`src/core/lpmc_pkg.sv`:
```
// lpmc_pkg: constants, register map and state types of the low-power mode controller.
// assumes a 10 MHz system clock and an APB slave with 32-bit data.
package lpmc_pkg;
	// register byte offsets
	localparam logic [7:0] LPMC_OFS_CTRL = 8'h00;
	localparam logic [7:0] LPMC_OFS_CLKCFG = 8'h04;
	localparam logic [7:0] LPMC_OFS_STATUS = 8'h08;
	localparam logic [7:0] LPMC_OFS_CAUSE = 8'h0c;
	localparam logic [7:0] LPMC_OFS_IRQ_STAT = 8'h10;
	localparam logic [7:0] LPMC_OFS_IRQ_CLR = 8'h14;
	localparam logic [7:0] LPMC_OFS_IRQ_EN = 8'h18;
	// values after reset
	localparam logic [1:0] LPMC_VRANGE_RST = 2'h2;
	localparam logic [15:0] LPMC_REQ_KHZ_RST = 16'h0fa0;
	// low-power mode selections
	localparam logic [2:0] LPMC_MODE_SLEEP = 3'h0;
	localparam logic [2:0] LPMC_MODE_LPSLEEP = 3'h1;
	localparam logic [2:0] LPMC_MODE_STOP_RTC = 3'h2;
	localparam logic [2:0] LPMC_MODE_STOP_NORTC = 3'h3;
	localparam logic [2:0] LPMC_MODE_STBY_RTC = 3'h4;
	localparam logic [2:0] LPMC_MODE_STBY_NORTC = 3'h5;
	// system clock sources
	localparam logic [1:0] LPMC_CLK_MSI = 2'h0;
	localparam logic [1:0] LPMC_CLK_FAST_INT = 2'h1;
	localparam logic [1:0] LPMC_CLK_FAST_EXT = 2'h2;
	localparam logic [1:0] LPMC_CLK_PLL = 2'h3;
	// frequency caps in kHz
	localparam logic [15:0] LPMC_CAP_R1_KHZ = 16'd32000;
	localparam logic [15:0] LPMC_CAP_R2_KHZ = 16'd16000;
	localparam logic [15:0] LPMC_CAP_R3_KHZ = 16'd4000;
	localparam logic [15:0] LPMC_CAP_LPRUN_KHZ = 16'd131;
	localparam logic [2:0] LPMC_LPRUN_MSI_MAX = 3'h1;
	// timing
	localparam int LPMC_CLK_PERIOD_NS = 100;
	localparam int LPMC_STOP_EXIT_NS = 8000;
	localparam int LPMC_STBY_EXIT_NS = 60000;
	localparam int LPMC_STOP_EXIT_CYC = (LPMC_STOP_EXIT_NS / LPMC_CLK_PERIOD_NS < 1) ? 1 :
		LPMC_STOP_EXIT_NS / LPMC_CLK_PERIOD_NS;
	localparam int LPMC_STBY_EXIT_CYC = (LPMC_STBY_EXIT_NS / LPMC_CLK_PERIOD_NS < 1) ? 1 :
		LPMC_STBY_EXIT_NS / LPMC_CLK_PERIOD_NS;
	localparam logic [9:0] LPMC_STOP_WAIT = 10'(LPMC_STOP_EXIT_CYC - 2);
	localparam logic [9:0] LPMC_STBY_WAIT = 10'(LPMC_STBY_EXIT_CYC - 2);
	// wake cause bits
	localparam int LPMC_WC_PERIPH = 0;
	localparam int LPMC_WC_EXTERNAL_INTERRUPT_LINE = 1;
	localparam int LPMC_WC_PVD = 2;
	localparam int LPMC_WC_COMP = 3;
	localparam int LPMC_WC_USB = 4;
	localparam int LPMC_WC_RTC = 5;
	localparam int LPMC_WC_RSTPIN = 6;
	localparam int LPMC_WC_WDG = 7;
	localparam int LPMC_WC_WKPIN = 8;
	// interrupt status bits
	localparam int LPMC_IRQ_WAKE = 0;
	localparam int LPMC_IRQ_STBY = 1;
	localparam int LPMC_IRQ_CLAMP = 2;

	typedef enum logic [2:0] {ST_RUN, ST_SLEEP, ST_LPSLEEP, ST_STOP, ST_STANDBY, ST_WAKE} lpmc_state_e;

	typedef struct packed {
		lpmc_state_e state;
		logic [9:0] cnt;
		logic stby_path;
		logic core_reset;
		logic [1:0] vrange;
		logic [2:0] mode_sel;
		logic lprun_req;
		logic slow_int_en;
		logic slow_ext_en;
		logic [1:0] clk_sel;
		logic [2:0] msi_range;
		logic pll_en;
		logic fast_int_en;
		logic fast_ext_en;
		logic [15:0] req_khz;
		logic [8:0] cause;
		logic [2:0] irq_stat;
		logic [2:0] irq_en;
		logic [2:0] wpin_prev;
		logic [31:0] prdata;
	} lpmc_regs_s;
endpackage : lpmc_pkg

```
`src/core/lpmc_top.sv`:
```
// lpmc_top: low-power mode controller with APB registers and one interrupt line.
// assumes all inputs synchronous to i_sys_clk; sleep request is a one-cycle pulse.
// Functional notes
// - three voltage ranges cap cpu clock at 32, 16 and 4 MHz
// - in range three the system clock comes only from the multi-speed oscillator
// - sleep halts only the cpu clock; any peripheral interrupt wakes it
// - low-power run needs multi-speed oscillator range 0/1, 131 kHz, regulator low-power
// - low-power sleep is sleep with low-power regulator; wake returns to full run
// - stop with rtc: core clocks and fast oscillators off, one slow oscillator runs
// - stop ends within 8 us on any valid external interrupt line source
// - stop without rtc stops every oscillator; rtc events cannot wake
// - standby switches regulator off; slow oscillator only in rtc variant
// - standby loses core state except wakeup logic and reset cause
// - standby with rtc exits within 60 us on pin, watchdog or rtc events
// - stop and standby with rtc do not halt rtc, watchdog or their clocks
//
// Implementation choices: the APB register port and the placing of the registers.
`timescale 1ns/100ps
module lpmc_top (
	// clock and reset
	input wire logic i_sys_clk,
	input wire logic i_rst,
	// apb slave
	input wire logic i_psel,
	input wire logic i_penable,
	input wire logic i_pwrite,
	input wire logic [7:0] i_paddr,
	input wire logic [31:0] i_pwdata,
	output logic [31:0] o_prdata,
	output logic o_pready,
	output logic o_pslverr,
	// processor and wakeup sources
	input wire logic i_sleep_req,
	input wire logic i_periph_irq,
	input wire logic [15:0] i_external_interrupt_line,
	input wire logic i_programmable_voltage_detector,
	input wire logic i_comp1_event,
	input wire logic i_comp2_event,
	input wire logic i_vref_on,
	input wire logic i_usb_wakeup,
	input wire logic i_rtc_alarm_a,
	input wire logic i_rtc_alarm_b,
	input wire logic i_rtc_tamper,
	input wire logic i_rtc_timestamp,
	input wire logic i_rtc_wakeup,
	input wire logic i_reset_pin_n,
	input wire logic i_independent_watchdog_reset,
	input wire logic [2:0] i_wakeup_pin,
	// power and clock controls
	output logic o_cpu_clk_en,
	output logic o_periph_clk_en,
	output logic o_pll_en,
	output logic o_multi_speed_internal_osc_en,
	output logic o_fast_internal_osc_en,
	output logic o_fast_external_crystal_en,
	output logic o_slow_internal_osc_en,
	output logic o_slow_external_crystal_en,
	output logic o_reg_lowpower,
	output logic o_reg_off,
	output logic o_core_reset,
	output logic [1:0] o_sysclk_sel,
	output logic [15:0] o_cpu_freq_khz,
	output logic o_lprun_active,
	// interrupt
	output logic o_irq
);
	import lpmc_pkg::*;

	lpmc_regs_s r;
	lpmc_regs_s nxt;

	logic [15:0] cap_khz;
	logic lprun_ok;
	logic [8:0] src;
	logic wake_sleep;
	logic wake_stop;
	logic wake_stby;
	logic [2:0] wpin_rise;
	logic acc;
	logic setup;
	logic addr_ok;
	logic rtc_mode;

	// effective clock source and caps
	always_comb begin
		o_sysclk_sel = (r.vrange == 2'h3) ? LPMC_CLK_MSI : r.clk_sel;
		lprun_ok = r.lprun_req && (o_sysclk_sel == LPMC_CLK_MSI) && (r.msi_range <= LPMC_LPRUN_MSI_MAX);
		case (r.vrange)
			2'h2: cap_khz = LPMC_CAP_R2_KHZ;
			2'h3: cap_khz = LPMC_CAP_R3_KHZ;
			default: cap_khz = LPMC_CAP_R1_KHZ;
		endcase
		if (lprun_ok) begin
			cap_khz = LPMC_CAP_LPRUN_KHZ;
		end
		o_cpu_freq_khz = (r.req_khz > cap_khz) ? cap_khz : r.req_khz;
		o_lprun_active = lprun_ok && (r.state == ST_RUN);
	end

	// wakeup source decode
	always_comb begin
		rtc_mode = (r.mode_sel == LPMC_MODE_STOP_RTC) || (r.mode_sel == LPMC_MODE_STBY_RTC);
		wpin_rise = i_wakeup_pin & ~r.wpin_prev;
		src = '0;
		src[LPMC_WC_PERIPH] = i_periph_irq;
		src[LPMC_WC_EXTERNAL_INTERRUPT_LINE] = |i_external_interrupt_line;
		src[LPMC_WC_PVD] = i_programmable_voltage_detector;
		// comparators count only with the internal reference on
		src[LPMC_WC_COMP] = i_vref_on && (i_comp1_event || i_comp2_event);
		src[LPMC_WC_USB] = i_usb_wakeup;
		src[LPMC_WC_RTC] = i_rtc_alarm_a || i_rtc_alarm_b || i_rtc_tamper || i_rtc_timestamp || i_rtc_wakeup;
		src[LPMC_WC_RSTPIN] = !i_reset_pin_n;
		src[LPMC_WC_WDG] = i_independent_watchdog_reset;
		src[LPMC_WC_WKPIN] = |wpin_rise;
		// peripheral, line, pvd, comparator, usb and rtc events wake sleep; reset pin, wakeup pins and watchdog do not
		wake_sleep = |src[LPMC_WC_RTC:LPMC_WC_PERIPH];
		wake_stop = |src[LPMC_WC_USB:LPMC_WC_EXTERNAL_INTERRUPT_LINE] || (rtc_mode && src[LPMC_WC_RTC]);
		wake_stby = src[LPMC_WC_RSTPIN] || src[LPMC_WC_WKPIN] ||
			(rtc_mode && (src[LPMC_WC_WDG] || src[LPMC_WC_RTC]));
	end

	// apb decode; zero wait states
	always_comb begin
		setup = i_psel && !i_penable;
		acc = i_psel && i_penable;
		case (i_paddr)
			LPMC_OFS_CTRL, LPMC_OFS_CLKCFG, LPMC_OFS_STATUS, LPMC_OFS_CAUSE,
			LPMC_OFS_IRQ_STAT, LPMC_OFS_IRQ_CLR, LPMC_OFS_IRQ_EN: addr_ok = 1'b1;
			default: addr_ok = 1'b0;
		endcase
		o_pready = 1'b1;
		o_pslverr = acc && !addr_ok;
		o_prdata = r.prdata;
		o_irq = |(r.irq_stat & r.irq_en);
	end

	// power and clock gating per state
	always_comb begin
		o_cpu_clk_en = 1'b0;
		o_periph_clk_en = 1'b0;
		o_pll_en = 1'b0;
		o_multi_speed_internal_osc_en = 1'b0;
		o_fast_internal_osc_en = 1'b0;
		o_fast_external_crystal_en = 1'b0;
		o_reg_lowpower = 1'b0;
		o_reg_off = 1'b0;
		// in stop and standby, slow oscillators follow software only in rtc variants
		o_slow_internal_osc_en = r.slow_int_en && rtc_mode;
		o_slow_external_crystal_en = r.slow_ext_en && rtc_mode;
		case (r.state)
			ST_RUN, ST_SLEEP, ST_LPSLEEP: begin
				o_cpu_clk_en = (r.state == ST_RUN);
				o_periph_clk_en = 1'b1;
				o_multi_speed_internal_osc_en = 1'b1;
				o_pll_en = r.pll_en && (r.vrange != 2'h3) && !lprun_ok;
				o_fast_internal_osc_en = r.fast_int_en && (r.vrange != 2'h3) && !lprun_ok;
				o_fast_external_crystal_en = r.fast_ext_en && (r.vrange != 2'h3) && !lprun_ok;
				o_slow_internal_osc_en = r.slow_int_en;
				o_slow_external_crystal_en = r.slow_ext_en;
				o_reg_lowpower = lprun_ok || (r.state == ST_LPSLEEP);
			end
			ST_STOP: begin
				// core clocks and fast oscillators off
				o_reg_lowpower = 1'b1;
			end
			ST_STANDBY: begin
				o_reg_off = 1'b1;
			end
			ST_WAKE: begin
				// oscillator restart; cpu held until the count ends
				o_multi_speed_internal_osc_en = 1'b1;
				o_slow_internal_osc_en = r.slow_int_en;
				o_slow_external_crystal_en = r.slow_ext_en;
			end
			default: begin
				o_reg_off = 1'b0;
			end
		endcase
		o_core_reset = r.core_reset;
	end

	// next state
	always_comb begin
		nxt = r;
		nxt.core_reset = 1'b0;
		nxt.wpin_prev = i_wakeup_pin;
		case (r.state)
			ST_RUN: begin
				// sleep request picks the configured mode
				if (i_sleep_req) begin
					case (r.mode_sel)
						LPMC_MODE_LPSLEEP: nxt.state = ST_LPSLEEP;
						LPMC_MODE_STOP_RTC, LPMC_MODE_STOP_NORTC: nxt.state = ST_STOP;
						LPMC_MODE_STBY_RTC, LPMC_MODE_STBY_NORTC: nxt.state = ST_STANDBY;
						default: nxt.state = ST_SLEEP;
					endcase
				end
			end
			ST_SLEEP, ST_LPSLEEP: begin
				if (wake_sleep) begin
					nxt.state = ST_RUN;
					nxt.cause = src;
					// back to run with regulator fully on
					if (r.state == ST_LPSLEEP) begin
						nxt.lprun_req = 1'b0;
					end
				end
			end
			ST_STOP: begin
				if (wake_stop) begin
					nxt.state = ST_WAKE;
					nxt.cnt = LPMC_STOP_WAIT;
					nxt.stby_path = 1'b0;
					nxt.cause = src;
				end
			end
			ST_STANDBY: begin
				if (wake_stby) begin
					nxt.state = ST_WAKE;
					nxt.cnt = LPMC_STBY_WAIT;
					nxt.stby_path = 1'b1;
					nxt.cause = src;
				end
			end
			ST_WAKE: begin
				if (r.cnt != '0) begin
					nxt.cnt = r.cnt - 10'h001;
				end else begin
					nxt.state = ST_RUN;
					if (r.stby_path) begin
						nxt.core_reset = 1'b1;
						nxt.vrange = LPMC_VRANGE_RST;
						nxt.mode_sel = LPMC_MODE_SLEEP;
						nxt.lprun_req = 1'b0;
						nxt.clk_sel = LPMC_CLK_MSI;
						nxt.msi_range = '0;
						nxt.pll_en = 1'b0;
						nxt.fast_int_en = 1'b0;
						nxt.fast_ext_en = 1'b0;
						nxt.req_khz = LPMC_REQ_KHZ_RST;
						nxt.irq_en = '0;
					end
				end
			end
			default: nxt.state = ST_RUN;
		endcase
		// register access
		if (setup) begin
			case (i_paddr)
				LPMC_OFS_CTRL: nxt.prdata = {24'h0, r.slow_ext_en, r.slow_int_en, r.lprun_req, r.mode_sel, r.vrange};
				LPMC_OFS_CLKCFG: nxt.prdata = {r.req_khz, 8'h0, r.fast_ext_en, r.fast_int_en, r.pll_en,
					r.msi_range, r.clk_sel};
				LPMC_OFS_STATUS: nxt.prdata = {o_cpu_freq_khz, 10'h0, o_sysclk_sel, lprun_ok, r.state};
				LPMC_OFS_CAUSE: nxt.prdata = {23'h0, r.cause};
				LPMC_OFS_IRQ_STAT: nxt.prdata = {29'h0, r.irq_stat};
				LPMC_OFS_IRQ_EN: nxt.prdata = {29'h0, r.irq_en};
				default: nxt.prdata = '0;
			endcase
		end
		if (acc && i_pwrite) begin
			case (i_paddr)
				LPMC_OFS_CTRL: begin
					// range 0 is not a range; keep the old one
					if (i_pwdata[1:0] != 2'h0) begin
						nxt.vrange = i_pwdata[1:0];
					end
					nxt.mode_sel = i_pwdata[4:2];
					nxt.lprun_req = i_pwdata[5];
					nxt.slow_int_en = i_pwdata[6];
					nxt.slow_ext_en = i_pwdata[7];
				end
				LPMC_OFS_CLKCFG: begin
					nxt.clk_sel = i_pwdata[1:0];
					nxt.msi_range = i_pwdata[4:2];
					nxt.pll_en = i_pwdata[5];
					nxt.fast_int_en = i_pwdata[6];
					nxt.fast_ext_en = i_pwdata[7];
					nxt.req_khz = i_pwdata[31:16];
				end
				LPMC_OFS_IRQ_CLR: nxt.irq_stat = r.irq_stat & ~i_pwdata[2:0];
				LPMC_OFS_IRQ_EN: nxt.irq_en = i_pwdata[2:0];
				default: nxt.irq_en = nxt.irq_en;
			endcase
		end
		// sticky events after the clear, so a set wins
		if ((r.state == ST_WAKE && r.cnt == '0) || ((r.state == ST_SLEEP || r.state == ST_LPSLEEP) && wake_sleep)) begin
			nxt.irq_stat[LPMC_IRQ_WAKE] = 1'b1;
		end
		if (r.core_reset) begin
			nxt.irq_stat[LPMC_IRQ_STBY] = 1'b1;
		end
		if ((r.req_khz > cap_khz) || (r.lprun_req && !lprun_ok)) begin
			nxt.irq_stat[LPMC_IRQ_CLAMP] = 1'b1;
		end
		if (i_rst) begin
			nxt = '0;
			nxt.state = ST_RUN;
			nxt.vrange = LPMC_VRANGE_RST;
			nxt.req_khz = LPMC_REQ_KHZ_RST;
			nxt.wpin_prev = '0;
		end
	end

	always_ff @(posedge i_sys_clk) begin
		r <= nxt;
	end
endmodule : lpmc_top

```
`config.mk`:
```
export PLATFORM = sky130hd
export DESIGN_NAME = lpmc_top
export DESIGN_NICKNAME = d
export VERILOG_FILES = /design/src/core/lpmc_pkg.sv /design/src/core/lpmc_top.sv
export SDC_FILE = /design/constraint.sdc
export NUM_CORES = 1
export LEC_CHECK = 0
export ABC_AREA = 1
export BUFFER_PORTS_ARGS = -buffer_cell sky130_fd_sc_hd__buf_4
export CELL_PAD_IN_SITES_DETAIL_PLACEMENT = 0
export CELL_PAD_IN_SITES_GLOBAL_PLACEMENT = 2
export CORE_MARGIN = 2
export CORE_UTILIZATION = 30
export CTS_CLUSTER_DIAMETER = 150
export DETAILED_ROUTE_END_ITERATION = 12
export HOLD_SLACK_MARGIN = 0.15
export PLACE_DENSITY = 0.94
export SLEW_MARGIN = 15
export SYNTH_ARGS = -nofsm -noshare
export SYNTH_HDL_FRONTEND = slang
export SYNTH_SLANG_ARGS = --single-unit
export TNS_END_PERCENT = 30
```
`constraint.sdc`:
```
create_clock -name i_sys_clk -period 3.85 [get_ports i_sys_clk]
set_input_delay 0.1925 -clock i_sys_clk [delete_from_list [all_inputs] [get_ports i_sys_clk]]
set_output_delay 0.1925 -clock i_sys_clk [all_outputs]
set_load 0.005 [all_outputs]
```
### Word-level counts from Yosys, hierarchy flattened

Cells that the tools add are included.

* register bits: 97
* bits in latches: 0
* RAM bits: 0
* bits in read-only memories: 0
* memories: 0

* $add $sub $neg: 1
* $mul: 0
* divide/modulo/power cells: 0
* magnitude comparators: 2
* equal/unequal tests: 25
* shifts and indexed selects: 0
* multiplexer cells: 52
* bitwise operators: 6
* reduce and logical (&&, ||, !) cells: 74

Operators with widths (count)
* case mux 32 bit (6 select lines): 1
* two-way mux 24 bit: 4
* two-way mux 16 bit: 2
* two-way mux 32 bit: 1
* case mux 10 bit (3 select lines): 1
* case mux 15 bit (2 select lines): 1
* two-way mux 14 bit: 2
* two-way mux 9 bit: 3
* case mux 9 bit (3 select lines): 1
* equality test 8 x 5 -> 1 bit (second input constant): 3
* two-way mux 3 bit: 8
* logical AND 1 bit: 21
* OR reduction 21 bit: 1
* OR reduction 19 bit: 1
* equality test 8 x 4 -> 1 bit (second input constant): 2
* > comparator 16 bit: 1
* nonzero test 2 bit: 8
* OR reduction 16 bit: 1
* two-way mux 1 bit: 15
* case mux 3 bit (5 select lines): 1
* logical OR 1 bit: 14
* inequality test 2 bit (second input constant): 7
* equality test 3 x 2 -> 1 bit (second input constant): 4
* equality test 3 bit (second input constant): 4
* other kinds (31): 53

### Depth between registers and ports, before layout

* depth in word-level cells: 10
* gate-level depth with buffers: 19
* gate-level depth less buffers: 19

### Least setup slack after synthesis

OpenSTA, ideal clock, no wires.

* path kind: flip-flop to output port
* from: register r[81] (netlist name)
* to: output o_cpu_freq_khz[14]
* arrival time: 2.170 ns
* setup slack: 1.487 ns
* stages on the path, launching flop included: 15
* path buffers: 1
* path through: dfxtp_1 -> nand2_1 -> o21ai_0 -> nand4_2 -> inv_1 -> nor2_1 -> inv_1 -> ha_1 -> nand4_1 -> nor2_1 -> nand3_1 -> nand2_2 -> buf_6 -> nand2_1 -> and2_1

* cells in the longest elaborated chain, start to end: 8

RTL lines
* start, declared: line lpmc_top.sv:69 `lpmc_regs_s r;`
* start signal, assigned: line lpmc_top.sv:305 `r <= nxt;`
* equality test 2 bit: line lpmc_top.sv:86, lpmc_top.sv:88
* two-way mux 2 bit: line lpmc_top.sv:86 `o_sysclk_sel = (r.vrange == 2'h3) ? LPMC_CLK_MSI : r.clk_sel;`
* logical NOT 2 bit: line lpmc_top.sv:87 `lprun_ok = r.lprun_req && (o_sysclk_sel == LPMC_CLK_MSI) && (r.msi_range <= LPMC_LPRUN_MSI_MAX);`
* logical AND 1 bit (2 in a row): line lpmc_top.sv:87
* two-way mux 16 bit (*): line lpmc_top.sv:93 `if (lprun_ok) begin`
* > comparator 16 bit: line lpmc_top.sv:96 `o_cpu_freq_khz = (r.req_khz > cap_khz) ? cap_khz : r.req_khz;`
* two-way mux 16 bit (*): line lpmc_top.sv:96
* end, declared: line lpmc_top.sv:62 `output logic [15:0] o_cpu_freq_khz,`

Every way passes the cells marked *; elsewhere a longest branch is shown, timed or not.

### Final worst setup path

* from: register r[81] (netlist name)
* to: output o_cpu_freq_khz[9]

Same word-level chain as after synthesis.

==> impl.org <==
** Detailed routing
- For this run, the detailed router's first-pass iteration total came to 4.
- Wire segments on met2 add up to 7.07 mm in the final route.
- Number of vias after detailed routing :: 5274
- The final layout contains routed wiring with a total length of 16.0 mm.
- In the final routing, the length of wire on met1 measures 7.69 mm.
- Dividing the detail-routed via count by the number of cells gives 4.61.
- The routed design uses 893 um of met3 wire.
- After detailed routing, the number of remaining DRC violations is 0.
- The detail route stage leaves a number of antenna-violating nets equal to 0.
- Uppermost layer routed :: met4
- The detailed router finished its first iteration with 353 violations.
- Average wire per cell in the routed design :: 14.0 um

** Power and ir drop
- Power spread over the standard cell area amounts to 437 mW/mm^2.
- Pleak :: 3.03 nW
- Total power for the finished layout comes to 2.92 mW.
- IR analysis of the VDD net gives a maximum drop of 218 uV.

** Floorplanning
- The floorplan step set the die height to 136 um.
- Width of the die :: 136 um
- The die covers 0.0186 mm^2.
- Core outline area :: 0.0172 mm^2
- After floorplanning, the core was divided into 48 placement rows.
- Initial core utilization :: 30.6%
- Top-level I/O count :: 143

** Timing
- Fin Clk Skew :: 0.00647 ns
- Headroom to the max-slew limit came out at 48.9%.
- RSZ-0062 raised after global routing :: false
- Final setup violation count :: 0
- Max-slew violation count :: 0
- The worst path uses 88.0% of the clock period.
- For the pin with the worst max-slew slack, the measured transition is 0.764 ns.
- Number of endpoints with negative hold slack in the final report :: 0
- For the final routed database, the setup TNS stands at 0 ns.
- Fin crit period :: 3.39 ns
- On the final layout, the worst hold slack is 0.160 ns.
- Based on the critical path, the design can be clocked at up to 295 MHz.

** Clocking
- TritonCTS built the clock tree.
- Register clock-pin slew on the reported worst setup and hold paths :: 0.07 ns
- The tree is rooted in a sky130_fd_sc_hd__clkbuf_16.
- CTS-repair resized insts :: 0
- Number of buffers inserted during clock tree synthesis :: 9
- For this design, the sink count on the clock tree is 90.
- The H-tree was split into 3 levels.
- The clock passes through at most 2 buffers.
- Clock network latency to the later pin of the worst-skew pair :: 0.35 ns

** Hold path
- Classification of the worst-slack hold path :: in2reg

** Global route
- Total global-route track usage :: 17.9%
- Initial antenna violation count :: 0
- Largest net degree at the start of global routing :: 48
- The first global-routing pass estimated 25.6 mm of wire.
- Total gr overflow :: 0
- The via count of the first global-routing pass was 4971.

** Final layout
- The net count of the finished layout is 1007.
- In the final layout, the multi-input gates occupy 0.00271 mm^2.
- Number of cells in the finished layout apart from fillers :: 1144
- Area taken by flip-flops and latches :: 0.00180 mm^2
- Of the cells placed in the final design, the portion with a size suffix greater than 1 is 18.7%.
- Count of antenna diodes in the layout :: 0
- Total of fill cells in the finished design :: 1937
- The area growth from synthesis to layout is 27.3%.
- Once layout is done, the placed cells without fillers occupy 0.00669 mm^2.

** Yosys
- Avg Synthesized Cell Area :: 6.57 um^2
- The synthesized design spends more area on one cell type than any other, namely sky130_fd_sc_hd__dfxtp_1.
- After synthesis, flip-flops and latches occupy 34.3% of the total area.
- In the synthesized netlist, the cells that appear most often are sky130_fd_sc_hd__nand2_1, sky130_fd_sc_hd__dfxtp_1, sky130_fd_sc_hd__inv_1.
- After Yosys synthesis, and, or, nand and nor cells account for 29.7% of the synthesized area.
- Share of the synthesized area in the top cell type :: 34.3%
- Share of cell area taken by muxes after synthesis :: 0%
- After synthesis, the netlist uses 42 different library cells.
- Of all flip-flops after synthesis, the portion carrying an async set or reset was 0%.
- After synthesis the netlist holds a flip-flop and latch count of 90.
- Yosys printed 0 warnings.
- The synthesized design contains 0 enable-type register cells.
- By area, the combinational part of the netlist is dominated by simple AND/OR/NAND/NOR gates.
- Summing every instance area after synthesis gives 0.00525 mm^2.
- The cell count after synthesis came out at 799.
- Of the total synthesized cell area, the portion taken by full adders, half adders and majority gates is 3.57%.
- Synth top area cells :: sky130_fd_sc_hd__dfxtp_1, sky130_fd_sc_hd__nand2_1, sky130_fd_sc_hd__a21oi_1
- Summing the areas of all xor and xnor instances in the mapped netlist gives 0.834% of the synthesized area.
- In the post-synthesis netlist, the cell with the most instances is sky130_fd_sc_hd__nand2_1.
- For this run, the leading register cell type out of synthesis is sky130_fd_sc_hd__dfxtp_1.
- Compound-cell area share of the yosys netlist :: 16.8%

** Placement
- The count of buffers added on input and output ports is 125.
- In this run, placement finished with an instance count of 1099.
- In this run the cell area measured after placement is 0.00611 mm^2.
- At the end of routability-driven placement, the weighted congestion stood at 0.871.
- DP Wirelength :: 12.0 mm

** Job
- Across the run, the number of max-cap violations was 0.

** Critical path
- Among all stages on the critical path, the largest delay is contributed by sky130_fd_sc_hd__dfxtp_1.
- Critical path data arrival time :: 3.19 ns
- The signal on the critical path passes through nand2_1 > o21ai_0 > nand4_2 > inv_1 > nor2_1 > inv_1 > ha_1 > nand4_1 > nor2_1 > nand3_1 > nand2_2 > nand2_1 > and2_1 > buf_4.
- Data on the critical path is required at its endpoint by 3.66 ns.
- The worst setup path is of the reg2out kind.
- STA classifies the critical path endpoint as an output port.
- In this run the worst path has a maximum fanout of 16.
- Critical Path Start Type :: flop
- Max incr delay on CP :: 0.37 ns

** Run status
- The run finished with clean final reports.
[logic make-up after synthesis]
| kind of cell | after synthesis |
|---|---|
| AOI/OAI and AO/OA | 166 |
| xor gates and xnor gates | 5 |
| adders and majority gates | 15 |
| buffers and inverters | 154 |
| DFF | 90 |
| other | 2 |
| and+or+nand+nor | 367 |
[flip-flops by register name, summed over array words and instances (netlist names)]
signal        flops
o_core_reset      1
o_prdata         25
r                64
[per-layer routing]
layer,GRT usage (%),vias up
met5,0,-
met4,6.19,0
met3,2.68,17
met2,28.8,150
met1,24.4,2337
li1,-,2770
[layout by cell type, fill, tap and decap left out, types with 4 or more instances in the layout]
master	count
sky130_fd_sc_hd__nand2_2	8
sky130_fd_sc_hd__buf_4	128
sky130_fd_sc_hd__nand4_1	7
sky130_fd_sc_hd__and2_1	5
sky130_fd_sc_hd__inv_1	85
sky130_fd_sc_hd__inv_2	8
sky130_fd_sc_hd__o221ai_1	4
sky130_fd_sc_hd__dlygate4sd3_1	29
sky130_fd_sc_hd__o21ai_0	54
sky130_fd_sc_hd__nand3_1	38
sky130_fd_sc_hd__conb_1	9
sky130_fd_sc_hd__ha_1	15
sky130_fd_sc_hd__clkbuf_16	9
sky130_fd_sc_hd__dfxtp_1	90
sky130_fd_sc_hd__nor3_1	8
sky130_fd_sc_hd__nand2_1	205
sky130_fd_sc_hd__o22ai_1	11
sky130_fd_sc_hd__nor2_1	82
sky130_fd_sc_hd__a21oi_1	85
[stage by stage]
stage / setup WS (ns) / utilization (%)
after global placement: 0.812 / 35.5
after CTS: 0.425 / 38.9
after floorplan: 1.49 / -
after detailed placement: 0.730 / 35.5
after global routing: 0.0622 / 38.9
final: 0.463 / 38.9
[power by group]
part / internal (mW) / total (mW) / switching, mW
clock: 0.462 / 0.872 / 0.410
sequential: 1.04 / 1.13 / 0.0959
combinational: 0.359 / 0.914 / 0.555
[critical path: cells and delay by family (launching register included)]
kind,cells,cell delay (ns)
DFF,1,0.37
buffers and inverters,3,0.58
AOI/OAI and AO/OA,1,0.10
adders and majority gates,1,0.17
and+or+nand+nor,9,1.63
[what timing repair did]
action,CTS,global route
setup buffers,0,0
endpoints found under the setup margin,0,0
hold buffers,29,0
endpoints found under the hold margin,33,0
[area by class of cell]
class,instances,share of cell area (%)
Timing Repair Buffer,157,18.7
Tap cell,225,4.21
Clock buffer,10,3.57
Multi-Input combinational cell,562,40.5
Inverter,94,5.28
Sequential cell,90,26.9
Clock inverter,6,0.767
[path summary, 6_finish.rpt]
path               startpoint                 to  slack, ns  cells after the start
setup / recovery        r[81]  o_cpu_freq_khz[9]       0.46                     14
hold / removal    i_pwdata[2]              r[77]       0.16                      3
setup reg to reg        r[81]       o_prdata[31]       0.73                     15
hold reg to reg         r[66]              r[66]       0.46                      2
Note: power is estimated with default switching activity, not from simulation.
